--- src/hw/wws_pkg.sv ---
// Constants and types shared by the window watchdog supervisor files.
// Assumes a 50 MHz system clock; oscillator ticks are derived from it.
package wws_pkg;

	// System clock
	localparam int CLK_PERIOD_NS  = 20;

	// Free-running watchdog oscillator, normal and capacitor-set rate
	localparam int OSC_PERIOD_NS  = 10000;
	localparam int OSC_DIV        = (OSC_PERIOD_NS + CLK_PERIOD_NS - 1) / CLK_PERIOD_NS;
	localparam int CAP_OSC_DIV    = OSC_DIV;

	// Fixed window timeouts in ms and in oscillator ticks
	localparam int WIN_SHORT_MS   = 250;
	localparam int WIN_LONG_MS    = 2500;
	localparam int WIN_SHORT_TICKS = (WIN_SHORT_MS * 1000) / (OSC_PERIOD_NS / 1000);
	localparam int WIN_LONG_TICKS  = (WIN_LONG_MS * 1000) / (OSC_PERIOD_NS / 1000);
	// Capacitor mode window, counted in ticks of the capacitor-set oscillator
	localparam int CAP_WIN_TICKS  = 3000;

	// Lower boundary ratios, times ten
	localparam int RATIO_HI_SHORT = 1249;
	localparam int RATIO_HI_LONG  = 1277;
	localparam int RATIO_HI_CAP   = 645;
	localparam int RATIO_LO_SHORT = 318;
	localparam int RATIO_LO_LONG  = 320;
	localparam int RATIO_LO_CAP   = 258;
	// Allowed capacitor-mode ratio spans, times ten
	localparam int RATIO_LO_CAP_MIN = 235;
	localparam int RATIO_LO_CAP_MAX = 287;
	localparam int RATIO_HI_CAP_MIN = 516;
	localparam int RATIO_HI_CAP_MAX = 927;

	// Reset pulse after a violation
	localparam int RST_HOLD_MS    = 25;
	localparam int RST_HOLD_TICKS = (RST_HOLD_MS * 1000) / (OSC_PERIOD_NS / 1000);

	// Widths
	localparam int CNT_W          = 20;
	localparam int TICK_W         = 12;

	// Synchroniser bit positions
	localparam int SY_TRIG        = 0;
	localparam int SY_TSEL        = 1;
	localparam int SY_RSEL        = 2;
	localparam int SY_CAP         = 3;
	localparam int SY_PIN         = 4;
	localparam int SY_W           = 5;

	typedef enum logic [3:0] {
		ST_INIT  = 4'h1,
		ST_FIRST = 4'h2,
		ST_WATCH = 4'h4,
		ST_RESET = 4'h8
	} wws_state_type;

	typedef struct packed {
		wws_state_type     st;
		logic [CNT_W-1:0]  cnt;
		logic [SY_W-1:0]   sync1;
		logic [SY_W-1:0]   sync2;
		logic              trig_prev;
		logic              pend;
		logic              tsel;
		logic              rsel;
		logic              cap;
		logic              viol_early;
		logic              viol_late;
	} wws_core_type;

	typedef struct packed {
		logic [TICK_W-1:0] cnt;
		logic              tick;
	} wws_tick_type;

endpackage

--- src/hw/wws_top.sv ---
// Window watchdog supervisor: checks processor triggers against a
// lower boundary and a timeout and pulls an open-drain reset low.
// Assumes straps are static while the supervisor runs; pins are async.
//
// How it works
// - A free-running oscillator samples trigger rising edges, acting on each at its next tick.
// - With ratio select high the lower boundary is the window over 124.9, 127.7 or 64.5.
// - With ratio select low the lower boundary is the window over 31.8, 32 or 25.8.
// - The timeout strap picks about 0.25 s or 2.5 s, or a capacitor sets the window.
// - Capacitor mode with ratio low keeps the boundary between window/28.7 and window/23.5.
// - Capacitor mode with ratio high keeps the boundary between window/92.7 and window/51.6.
// - Exactly two ratio settings exist, picked by the ratio strap, each a window fraction set by the timeout strap and capacitor mode.
// - A missing trigger before timeout or a trigger inside the lower boundary is a violation.
// - Each recognised trigger edge restarts the timers and a new lower boundary.
// - After reset release the first window has no lower check until the first edge.
`timescale 1ns/1ps

module wws_top
	import wws_pkg::*;
#(
	parameter int NORM_DIV     = OSC_DIV,
	parameter int CAP_DIV      = CAP_OSC_DIV,
	parameter int SHORT_TICKS  = WIN_SHORT_TICKS,
	parameter int LONG_TICKS   = WIN_LONG_TICKS,
	parameter int CAP_TICKS    = CAP_WIN_TICKS,
	parameter int HOLD_TICKS   = RST_HOLD_TICKS
)
(
	input  wire logic clk_sys,
	input  wire logic rstn,
	input  wire logic watchdog_trigger_in,
	input  wire logic timeout_select,
	input  wire logic window_ratio_select,
	input  wire logic cap_mode,
	input  wire logic reset_pin_in,
	output logic      reset_pin_out,
	output logic      reset_pin_oe_n,
	output logic      violation_early,
	output logic      violation_late,
	output logic      first_window
);

	// Lower boundaries in ticks, ratios kept times ten
	localparam int LOW_HI_SHORT = (SHORT_TICKS * 10) / RATIO_HI_SHORT;
	localparam int LOW_HI_LONG  = (LONG_TICKS * 10) / RATIO_HI_LONG;
	localparam int LOW_HI_CAP   = (CAP_TICKS * 10) / RATIO_HI_CAP;
	localparam int LOW_LO_SHORT = (SHORT_TICKS * 10) / RATIO_LO_SHORT;
	localparam int LOW_LO_LONG  = (LONG_TICKS * 10) / RATIO_LO_LONG;
	localparam int LOW_LO_CAP   = (CAP_TICKS * 10) / RATIO_LO_CAP;

	initial
	begin
		if (SHORT_TICKS < 2 || LONG_TICKS < 2 || CAP_TICKS < 2 || HOLD_TICKS < 1)
			$error("wws_top: window or hold count too small");
		if (SHORT_TICKS >= 2**CNT_W || LONG_TICKS >= 2**CNT_W ||
			CAP_TICKS >= 2**CNT_W || HOLD_TICKS >= 2**CNT_W)
			$error("wws_top: count exceeds counter width");
		if (LOW_LO_CAP * RATIO_LO_CAP_MIN > CAP_TICKS * 10 ||
			LOW_LO_CAP * RATIO_LO_CAP_MAX < (CAP_TICKS * 10) - RATIO_LO_CAP_MAX)
			$error("wws_top: capacitor lower boundary off span, ratio low");
		if (LOW_HI_CAP * RATIO_HI_CAP_MIN > CAP_TICKS * 10 ||
			LOW_HI_CAP * RATIO_HI_CAP_MAX < (CAP_TICKS * 10) - RATIO_HI_CAP_MAX)
			$error("wws_top: capacitor lower boundary off span, ratio high");
	end

	localparam logic [CNT_W-1:0] C_LOW_HI_SHORT = CNT_W'(LOW_HI_SHORT);
	localparam logic [CNT_W-1:0] C_LOW_HI_LONG  = CNT_W'(LOW_HI_LONG);
	localparam logic [CNT_W-1:0] C_LOW_HI_CAP   = CNT_W'(LOW_HI_CAP);
	localparam logic [CNT_W-1:0] C_LOW_LO_SHORT = CNT_W'(LOW_LO_SHORT);
	localparam logic [CNT_W-1:0] C_LOW_LO_LONG  = CNT_W'(LOW_LO_LONG);
	localparam logic [CNT_W-1:0] C_LOW_LO_CAP   = CNT_W'(LOW_LO_CAP);
	localparam logic [CNT_W-1:0] C_WIN_SHORT    = CNT_W'(SHORT_TICKS - 1);
	localparam logic [CNT_W-1:0] C_WIN_LONG     = CNT_W'(LONG_TICKS - 1);
	localparam logic [CNT_W-1:0] C_WIN_CAP      = CNT_W'(CAP_TICKS - 1);
	localparam logic [CNT_W-1:0] C_HOLD_LAST    = CNT_W'(HOLD_TICKS - 1);

	wws_core_type     r;
	wws_core_type     next_r;
	logic             tick;
	logic             trig_edge;
	logic [CNT_W-1:0] win_last;
	logic [CNT_W-1:0] low_bound;

	wws_tick #(
		.NORM_DIV (NORM_DIV),
		.CAP_DIV  (CAP_DIV)
	) u_tick (
		.clk_sys  (clk_sys),
		.rstn     (rstn),
		.cap_rate (r.cap),
		.tick     (tick)
	);

	// Window and boundary from the straps caught at start-up
	always_comb
	begin
		if (r.cap)
			win_last = C_WIN_CAP;
		else if (r.tsel)
			win_last = C_WIN_LONG;
		else
			win_last = C_WIN_SHORT;
		case ({r.rsel, r.cap, r.tsel})
			3'b100:  low_bound = C_LOW_HI_SHORT;
			3'b101:  low_bound = C_LOW_HI_LONG;
			3'b110:  low_bound = C_LOW_HI_CAP;
			3'b111:  low_bound = C_LOW_HI_CAP;
			3'b000:  low_bound = C_LOW_LO_SHORT;
			3'b001:  low_bound = C_LOW_LO_LONG;
			3'b010:  low_bound = C_LOW_LO_CAP;
			default: low_bound = C_LOW_LO_CAP;
		endcase
	end

	assign trig_edge = r.sync2[SY_TRIG] && !r.trig_prev;

	always_comb
	begin
		next_r            = r;
		next_r.sync1      = {reset_pin_in, cap_mode, window_ratio_select,
			timeout_select, watchdog_trigger_in};
		next_r.sync2      = r.sync1;
		next_r.trig_prev  = r.sync2[SY_TRIG];
		next_r.viol_early = 1'b0;
		next_r.viol_late  = 1'b0;
		// Edge waits for the oscillator; a new edge before the tick merges
		// Clear before set, so an edge landing in the tick cycle is kept
		if (tick)
			next_r.pend = 1'b0;
		if (trig_edge)
			next_r.pend = 1'b1;
		case (r.st)
			ST_INIT:
			begin
				// Straps held off while another source holds the reset line
				next_r.tsel = r.sync2[SY_TSEL];
				next_r.rsel = r.sync2[SY_RSEL];
				next_r.cap  = r.sync2[SY_CAP];
				next_r.cnt  = '0;
				next_r.pend = 1'b0;
				if (r.sync2[SY_PIN])
					next_r.st = ST_FIRST;
			end
			ST_FIRST:
			begin
				if (tick)
				begin
					if (r.pend)
					begin
						next_r.cnt = '0;
						next_r.st  = ST_WATCH;
					end
					else if (r.cnt >= win_last)
					begin
						next_r.viol_late = 1'b1;
						next_r.cnt       = '0;
						next_r.st        = ST_RESET;
					end
					else
						next_r.cnt = r.cnt + CNT_W'(1);
				end
			end
			ST_WATCH:
			begin
				if (tick)
				begin
					if (r.pend && r.cnt < low_bound)
					begin
						next_r.viol_early = 1'b1;
						next_r.cnt        = '0;
						next_r.st         = ST_RESET;
					end
					else if (r.pend)
						next_r.cnt = '0;
					else if (r.cnt >= win_last)
					begin
						next_r.viol_late = 1'b1;
						next_r.cnt       = '0;
						next_r.st        = ST_RESET;
					end
					else
						next_r.cnt = r.cnt + CNT_W'(1);
				end
			end
			ST_RESET:
			begin
				// Triggers during the pulse are dropped, not carried over
				next_r.pend = 1'b0;
				if (tick)
				begin
					if (r.cnt >= C_HOLD_LAST)
					begin
						next_r.cnt = '0;
						next_r.st  = ST_INIT;
					end
					else
						next_r.cnt = r.cnt + CNT_W'(1);
				end
			end
			default:
			begin
				next_r.st  = ST_INIT;
				next_r.cnt = '0;
			end
		endcase
	end

	always_ff @(posedge clk_sys or negedge rstn)
	begin
		if (!rstn)
		begin
			r       <= '0;
			r.st    <= ST_INIT;
			// Pin reads low until both flops hold real strap values
			r.trig_prev <= 1'b1;
		end
		else
			r <= next_r;
	end

	// Open drain: only ever drives low
	assign reset_pin_out   = 1'b0;
	assign reset_pin_oe_n  = !(r.st == ST_RESET);
	assign violation_early = r.viol_early;
	assign violation_late  = r.viol_late;
	assign first_window    = (r.st == ST_FIRST);

endmodule

--- src/hw/wws_tick.sv ---
// Free-running watchdog oscillator, modelled as a divider of clk_sys.
// Assumes the caller holds rate steady except across its own restarts.
`timescale 1ns/1ps

module wws_tick
	import wws_pkg::*;
#(
	parameter int NORM_DIV = OSC_DIV,
	parameter int CAP_DIV  = CAP_OSC_DIV
)
(
	input  wire logic clk_sys,
	input  wire logic rstn,
	input  wire logic cap_rate,
	output logic      tick
);

	initial
	begin
		if (NORM_DIV < 1 || NORM_DIV >= 2**TICK_W || CAP_DIV < 1 || CAP_DIV >= 2**TICK_W)
			$error("wws_tick: divider out of range");
	end

	localparam logic [TICK_W-1:0] NORM_LAST = TICK_W'(NORM_DIV - 1);
	localparam logic [TICK_W-1:0] CAP_LAST  = TICK_W'(CAP_DIV - 1);

	wws_tick_type r;
	wws_tick_type next_r;

	// Runs regardless of the trigger source, so phase to it is unknown
	always_comb
	begin
		next_r = r;
		next_r.tick = 1'b0;
		if (r.cnt >= (cap_rate ? CAP_LAST : NORM_LAST))
		begin
			next_r.cnt  = '0;
			next_r.tick = 1'b1;
		end
		else
			next_r.cnt = r.cnt + TICK_W'(1);
	end

	always_ff @(posedge clk_sys or negedge rstn)
	begin
		if (!rstn)
			r <= '0;
		else
			r <= next_r;
	end

	assign tick = r.tick;

endmodule

--- config.mk ---
export PLATFORM = sky130hd
export DESIGN_NAME = wws_top
export DESIGN_NICKNAME = d
export VERILOG_FILES = /design/src/hw/wws_pkg.sv /design/src/hw/wws_top.sv /design/src/hw/wws_tick.sv
export SDC_FILE = /design/constraint.sdc
export NUM_CORES = 1
export LEC_CHECK = 0
export BUFFER_PORTS_ARGS = -buffer_cell sky130_fd_sc_hd__buf_2
export CORE_UTILIZATION = 40
export CTS_BUF_LIST = sky130_fd_sc_hd__clkbuf_2
export DETAILED_ROUTE_END_ITERATION = 10
export PLACE_DENSITY = 0.67
export SETUP_SLACK_MARGIN = 0.15
export SLEW_MARGIN = 20
export SYNTH_ARGS = -nofsm -noshare
export SYNTH_HDL_FRONTEND = slang
export SYNTH_HIERARCHICAL = 1
export SYNTH_SLANG_ARGS = --single-unit
--- constraint.sdc ---
create_clock -name clk_sys -period 3.1 [get_ports clk_sys]
set_clock_uncertainty 0.1 [all_clocks]
set_input_delay 0.31 -clock clk_sys [delete_from_list [all_inputs] [get_ports clk_sys]]
set_output_delay 0.31 -clock clk_sys [all_outputs]
set_load 0.01 [all_outputs]
After elaboration in Yosys (flattened, before gate mapping):

Index checks and enable logic that the tools add are counted.
W data, S select, Z words.

* bits in latches: 0
* memory bits (read-only): 0
* word-level logic and storage cells: 73
* output and inout bits: 5
* register bits after elaboration: 54
* RAM bits: 0
* memories: 0
* bits of input ports: 7

* add/subtract/negate cells: 2
* eq/ne operators: 15
* muxes and demuxes: 29
* $mul: 0
* shift operators: 0
* bitwise logic cells: 0
* reductions and logical operators: 10
* divide/modulo/power cells: 0
* magnitude comparators: 4

Operators with widths (number)
* $mux W24: 5
* $pmux W24 S4: 1
* $mux W20: 4
* $pmux W13 S5: 1
* $add A20 B1 Y20 const B: 1
* $ge A20 B12 Y1 const B: 1
* $ge A20 B20 Y1: 1
* $lt A20 B20 Y1: 1
* $mux W18: 1
* $mux W4: 4
* $add A12 B1 Y12 const B: 1
* $eq A3 B3 Y1 const B: 4
* $ge A12 B9 Y1 const B: 1
* $mux W12: 1
* $mux W1: 10
* $ne A2 B1 Y1 const B: 3
* $reduce_and A6 Y1: 1
* $eq A4 B1 Y1 const B: 1
* $eq A4 B2 Y1 const B: 1
* $eq A4 B3 Y1 const B: 1
* $eq A4 B4 Y1 const B: 1
* $ne A2 B2 Y1 const B: 2
* $reduce_or A2 Y1: 2
* $eq A3 B1 Y1 const B: 1
* 8 further kinds: 10

Longest topological paths before layout:

Gate-level depths: netlist (run 1).

* depth after elaboration: 8
* depth in mapped cells: 11
* depth with buffers taken out: 11

Modules after synthesis:

The synthesis (run 1) kept the hierarchy.

Modules (own cells, without submodules)
* wws_top: cells an instance 289, sequential area each 1028.5 um^2, area an instance 2646.3 um^2, times used 1
* wws_tick: cells an instance 47, sequential area each 325.3 um^2, area an instance 550.5 um^2, times used 1

Worst setup path after synthesis (run 1):

OpenSTA, ideal clock, no wires.

* path kind: register to register
* start: register, netlist name r[2]
* end: register, netlist name r[20]
* library setup time: 0.069 ns
* path buffers: 1
* required time: 2.931 ns
* stages on the path, launching flop included: 12
* arrival: 2.408 ns
* clock period less this slack: 2.576 ns
* setup slack: 0.524 ns
* cell sequence: dfrtp_1 -> clkinv_1 -> nand2_1 -> inv_1 -> ha_1 -> a2111oi_0 -> nor3_1 -> a211oi_1 -> o21a_1 -> buf_2 -> o211ai_2 -> nand3_1

==> results of run 1 <==
==> per-layer routing <==
layer | up-vias | part of all wire [%] | GRT usage, %
met5 | - | 0 | 0
met4 | 0 | 1.2 | 5.026
met3 | 7 | 2.8 | 2.848
met2 | 30 | 48 | 30.33
met1 | 1268 | 48 | 23.99
li1 | 1261 | - | -
==> flip-flops by register name (all words and copies together), names as in the netlist <==
signal / flops
violation_early: 1
r: 33
violation_late: 1
u_tick/tick: 1
u_tick/r: 12
next_r: 6
==> timing repair <==
action	in CTS	in global routing
gates resized for setup	0	4
hold endpoints to repair	27	0
hold buffers	6	0
endpoints found under the setup margin	0	21
buffers inserted	0	0
==> through the flow <==
step                      util (%)  cells  total power, mW
after floorplan                  -    338            1.375
after global placement       43.36    446            1.561
after detailed placement     43.36    446            1.594
after CTS                    45.08    460            1.992
after global routing         45.27    460            2.128
final                        45.27    460            1.984
==> area by class of cell <==
class,instances,area share [%]
multi-input cells,264,49.93
flip-flops and latches,54,38.73
repair buffers,22,4.435
well taps,102,3.648
clock inverters,3,1.359
inverters,10,1.180
clock buffers,5,0.7153
==> logic make-up (layout without fill, tap and decap cells) <==
group / after synthesis / after routing / synth area share [%]
adder cells (fa/ha/maj): 26 / 26 / 10.18
flip-flops: 54 / 54 / 42.35
AND/OR/NAND/NOR: 156 / 156 / 25.48
AO/OA/AOI/OAI: 69 / 69 / 15.66
multiplexers: 1 / 1 / 0.3522
XOR/XNOR: 8 / 8 / 2.192
other: 2 / 4 / 0.2349
buffers and inverters: 20 / 40 / 3.561
==> cells in the final DEF (no fill, tap or decap), types with 4 or more instances in the layout <==
| master | count |
|---|---|
| dfrtp_1 | 51 |
| nand2_1 | 47 |
| nor2_1 | 29 |
| ha_1 | 26 |
| o21ai_0 | 14 |
| nor3_1 | 13 |
| nand3_1 | 12 |
| buf_2 | 10 |
| inv_1 | 9 |
| o22ai_1 | 9 |
| and2_1 | 8 |
| nand4_1 | 8 |
| dlygate4sd3_1 | 6 |
| buf_4 | 6 |
| o211ai_1 | 5 |
| o21a_1 | 5 |
| clkbuf_2 | 5 |
| a21oi_1 | 4 |
| nor4_1 | 4 |
| and3_1 | 4 |
| a31oi_1 | 4 |
| xor2_1 | 4 |
| xnor2_1 | 4 |
| conb_1 | 4 |
==> where the power goes <==
part / switching [mW] / total, mW / internal, mW
sequential: 0.0931 / 0.867 / 0.774
clock: 0.245 / 0.388 / 0.143
combinational: 0.422 / 0.729 / 0.307
==> how the worst max path moves through the flow <==
stage,start,endpoint
after floorplan,r[2],r[20]
after global placement,r[2],r[38]
after CTS,r[2],r[19]
after global routing,r[2],r[38]
after detailed placement,r[2],r[38]
final,r[2],r[38]
==> critical path, stage by stage, from the launching register on <==
cell and delay [ns]:
dfrtp_2 0.53, clkinvlp_4 0.17, nand2_1 0.09, buf_4 0.18
or2_2 0.31, ha_1 0.30, a21oi_1 0.06, o2111ai_1 0.26
o21ai_0 0.14, a21o_2 0.20, nor2b_2 0.16, a22o_1 0.22
==> qor.txt, run 1 <==
Status = complete, no violations
Cells after Synth = 336
RR Startpoint = r[2]
Unique masters post-synth = 67
Total gr overflow = 0
Drt wl/cell = 15.04 um
Most numerous cell in the Yosys netlist = dfrtp_1
Clock Pin Slew Worst Setup and Hold Paths = 0.30 ns
GRT Overall Usage = 18.05%
FFs w/ async S/R, synth = 100.0%
Final instance area = 3498 um^2
Area leader, netlist = dfrtp_1
Gpl congestion = 0.8307
RSZ-0062 raised after global routing = false
Crit. End Element = register
Clock Root Buffer = clkbuf_2
Vias = 2566
Nets = 390
TritonCTS clock tree = yes
Final setup violation count = 0
Diodes inserted = 0
Reg area = 1355 um^2
Kind of critical path = register to register
Largest net degree at the start of global routing = 33
Sink Count = 54
P_leak = 1.575 nW
VDD IR max = 0.2847 mV
Slew Limit Fails = 0
Number of flops mapped to enable cells by yosys = 0
First-pass GRT wire length = 12070 um
Mapped Avg Cell Area = 9.514 um^2
Initial antenna violation count = 0
Flops & latches, synth = 54
Area of placed instances = 3351 um^2
Drt initial violations = 129
CP required = 3.40 ns
Path depth of the worst reg2reg path = 11
Mapped Area = 3197 um^2
Pwr dens = 567.2 nW/um^2
Worst slew margin = 40.73%
Growth of design area from synthesis to finish = 9.433%
Die area = 8354 um^2
CP startpoint kind = register
Vias in the first global route = 2527
PnR worst setup slack = 0.3177 ns
Min Hold Slack = 0.2020 ns
Die H = 91.40 um
Final TNS setup = 0 ns
Fmax = 359.4 MHz
Synth top area share = 40.70%
CTS Buf Count = 5
Initial Util = 41.37%
Final Cycle Share = 89.75%
Core footprint = 7727 um^2
Main synth FF type = dfrtp_1
Worst Path Arrival = 3.08 ns
Synth top area cells = dfrtp_1, ha_1, nand2_1, nor2_1, nor3_1
Post-synth top cells = dfrtp_1, nand2_1, nor2_1
Multi-input logic area = 1747 um^2
Register area share after synthesis = 42.35%
Detail Route Antenna Nets = 0
HP Class = input pin to asynchronous set/reset pin
Max Cap Viol = 0
H-tree levels = 2
Drt pass-1 iters = 4
Skew-Pair Late Insertion Delay = 0.46 ns
Worst slew pin tran = 0.8767 ns
Final Hold Viols = 0
Clock buffer depth = 2
Share of layout cells above drive strength 1 = 14.80%
Row count = 32
DP HPWL = 5062 um
Worst reg-to-reg setup slack = 0.32 ns
Ys Warns = 6
# IOs = 12
Filler cells = 750
DRC = 0
Vias per cell = 5.578
R2r endpoint = r[38]
Tmin final = 2.782 ns
Routed WL = 6917 um
Die W = 91.40 um
Dpl ws = 0.3282 ns
Crit-path max FO = 10
# port buffers = 10
(Power assumes the default switching activity.)
==> run 2: changes to the inputs <==
ABC_AREA = 1   (was unset)
==> qor.txt, run 2 <==
PnR worst setup slack = 0.3881 ns (+0.07041 ns)
Unique masters post-synth = 37 (-45%)
HP Class = input pin to asynchronous set/reset pin
CTS Buf Count = 5 (unchanged)
Dpl ws = 0.4725 ns (+0.1443 ns)
Vias = 2777 (+8.2%)
DRC = 0 (unchanged)
Delay of the slowest critical-path stage = 0.49 ns (-0.04 ns)
Filler cells = 822 (+9.6%)
Total gr overflow = 0 (unchanged)
Sink Count = 54 (unchanged)
Drt initial violations = 179 (+39%)
Final setup violation count = 0 (unchanged)
RSZ-0062 raised after global routing = false
Synth top area share = 38.50% (-2.2 points)
Largest reg by FF count = r
Fmax = 368.7 MHz (+2.6%)
Kind of critical path = register to register
Max Cap Viol = 0 (unchanged)
Clock Pin Slew Worst Setup and Hold Paths = 0.30 ns (about the same)
Final instance area = 3671 um^2 (+4.9%)
TritonCTS clock tree = yes
Most common cell after layout, fill and taps aside = nand2_1
Flops & latches, synth = 54 (unchanged)
Vias in the first global route = 2747 (+8.7%)
DP HPWL = 5666 um (+12%)
Routed WL = 7273 um (+5.1%)
Worst slew margin = 52.92% (+12 points)
Final TNS setup = 0 ns (unchanged)
Die H = 93.92 um (+2.8%)
Detail Route Antenna Nets = 0 (unchanged)
VDD IR max = 0.1691 mV (-41%)
Final Hold Viols = 0 (unchanged)
Mapped Avg Cell Area = 7.933 um^2 (-17%)
FFs w/ async S/R, synth = 100.0% (unchanged)
GRT Overall Usage = 18.35% (+0.31 points)
Initial antenna violation count = 0 (unchanged)
Multi-input logic area = 1779 um^2 (+1.9%)
CP startpoint kind = register
CP Cell Sequence = inv_1, nor2_1, buf_4, inv_1, ha_1, a21oi_1, nand2_1, a21oi_1, nand4_1, nand2_2, nand2_2, o21ai_0
Clock Root Buffer = clkbuf_2
Main synth FF type = dfrtp_1
Ys Warns = 6 (unchanged)
Most frequent cells in the layout = nand2_1, inv_1, dfrtp_1, nor2_1, nand3_1
Drt wl/cell = 13.08 um (-13%)
Synth top area cells = dfrtp_1, nand2_1, ha_1, inv_1, nor2_1
Crit-path max FO = 12 (+2)
Most numerous cell in the Yosys netlist = nand2_1
# IOs = 12 (unchanged)
Register area share after synthesis = 40.06% (-2.3 points)
First-pass GRT wire length = 12520 um (+3.7%)
Reg area = 1354 um^2 (about the same)
Gpl congestion = 0.8961 (+7.9%)
Worst Path Arrival = 3.00 ns (-0.08 ns)
Delay-heaviest family, CP = simple AND/OR/NAND/NOR gates
Pwr dens = 509.6 nW/um^2 (-10%)
Share of layout cells above drive strength 1 = 14.86% (+0.051 points)
CP bufs+invs = 3 (+1)
Crit. End Element = register
Vias per cell = 4.995 (-10%)
Final Cycle Share = 87.48% (-2.3 points)
Core footprint = 8175 um^2 (+5.8%)
Die W = 93.92 um (+2.8%)
Area leader, netlist = dfrtp_1
Skew-Pair Late Insertion Delay = 0.46 ns (about the same)
Initial Util = 41.34% (about the same)
Cells after Synth = 426 (+27%)
Row count = 33 (+3.1%)
Crit path max-delay cell type = dfrtp_1
Slew Limit Fails = 0 (unchanged)
Nets = 483 (+24%)
Largest register FFs = 33 (unchanged)
Mapped Area = 3379 um^2 (+5.7%)
Diodes inserted = 0 (unchanged)
Worst slew pin tran = 0.7062 ns (-0.1705 ns)
Area of placed instances = 3562 um^2 (+6.3%)
Post-CTS setup buffer count = 0 (unchanged)
Status = complete, no violations
Die area = 8820 um^2 (+5.6%)
Growth of design area from synthesis to finish = 8.626%
Largest net degree at the start of global routing = 30 (-9.1%)
Post-synth top cells = nand2_1, inv_1, dfrtp_1
Drt pass-1 iters = 5 (+1)
P_leak = 1.842 nW (+17%)
Tmin final = 2.712 ns (-0.07041 ns)
Number of flops mapped to enable cells by yosys = 0 (unchanged)
Clock buffer depth = 2 (unchanged)
H-tree levels = 2 (unchanged)
CP required = 3.39 ns (about the same)
# port buffers = 10 (unchanged)
## run 2: cell count changes in the layout (fill, tap and decap cells not counted), moves of 9 or more
| cell | before | now |
|---|---|---|
| nand3_1 | 12 | 28 |
| nor2_1 | 29 | 41 |
| inv_1 | 9 | 55 |
| nand2_1 | 47 | 106 |
| o21ai_2 | 1 | 10 |
## run 2: per-layer routing
metal	share of wire (%)	routed length (um)	vias up	track usage, %
li1	-	-	1410	-
met5	0	0	-	0
met1	44	3218	1292	23.00
met3	5.1	374	15	3.236
met2	49	3542	60	31.69
met4	1.9	138	0	6.154
## run 2: cell families (layout without fill, tap and decap cells)
group | count (synthesis) | in the layout | synth area share (%)
buffers and inverters | 64 | 87 | 7.516
XOR/XNOR | 14 | 14 | 3.628
flip-flops | 54 | 54 | 40.06
other | 2 | 4 | 0.2222
AO/OA/AOI/OAI | 42 | 42 | 7.997
AND/OR/NAND/NOR | 224 | 224 | 30.95
adder cells (fa/ha/maj) | 26 | 26 | 9.626
## run 2: path summary, 6_finish.rpt
kind | startpoint | to | slack (ns) | cells past startpoint
max in group asynchronous | rstn | r[6] | 1.75 | 3
hold reg to reg | next_r[8] | r[8] | 0.29 | 0
hold / removal | rstn | u_tick/r[4] | 0.28 | 2
setup / recovery | r[4] | r[32] | 0.39 | 12
setup reg to reg | r[4] | r[32] | 0.39 | 12
min in group clk_sys | next_r[8] | r[8] | 0.29 | 0
## run 2: stage by stage
step | hold slack (ns) | utilization [%] | cells | power [mW]
floorplan | -0.08559 | - | 428 | 1.380
global placement | 0.2336 | 43.57 | 542 | 1.548
detailed placement | 0.2363 | 43.57 | 542 | 1.579
CTS | 0.2751 | 44.90 | 556 | 1.887
global route | 0.2867 | 44.90 | 556 | 2.031
finish | 0.2834 | 44.90 | 556 | 1.871
## run 2: where the power goes
part,switching [mW],internal (mW)
Combinational,0.504,0.250
Sequential,0.0590,0.768
Clock,0.232,0.0579
## run 2: what timing repair did
action / CTS / global route
endpoints found under the setup margin: 0 / 0
hold buffers: 6 / 0
resized for setup: 0 / 0
endpoints found under the hold margin: 33 / 0
## run 2: layout make-up
class | count | share of cell area [%]
multi-input cells | 310 | 48.47
repair buffers | 19 | 3.613
clock buffers | 5 | 0.6817
clock inverters | 3 | 0.6476
flip-flops and latches | 54 | 36.88
inverters | 60 | 6.135
well taps | 105 | 3.579
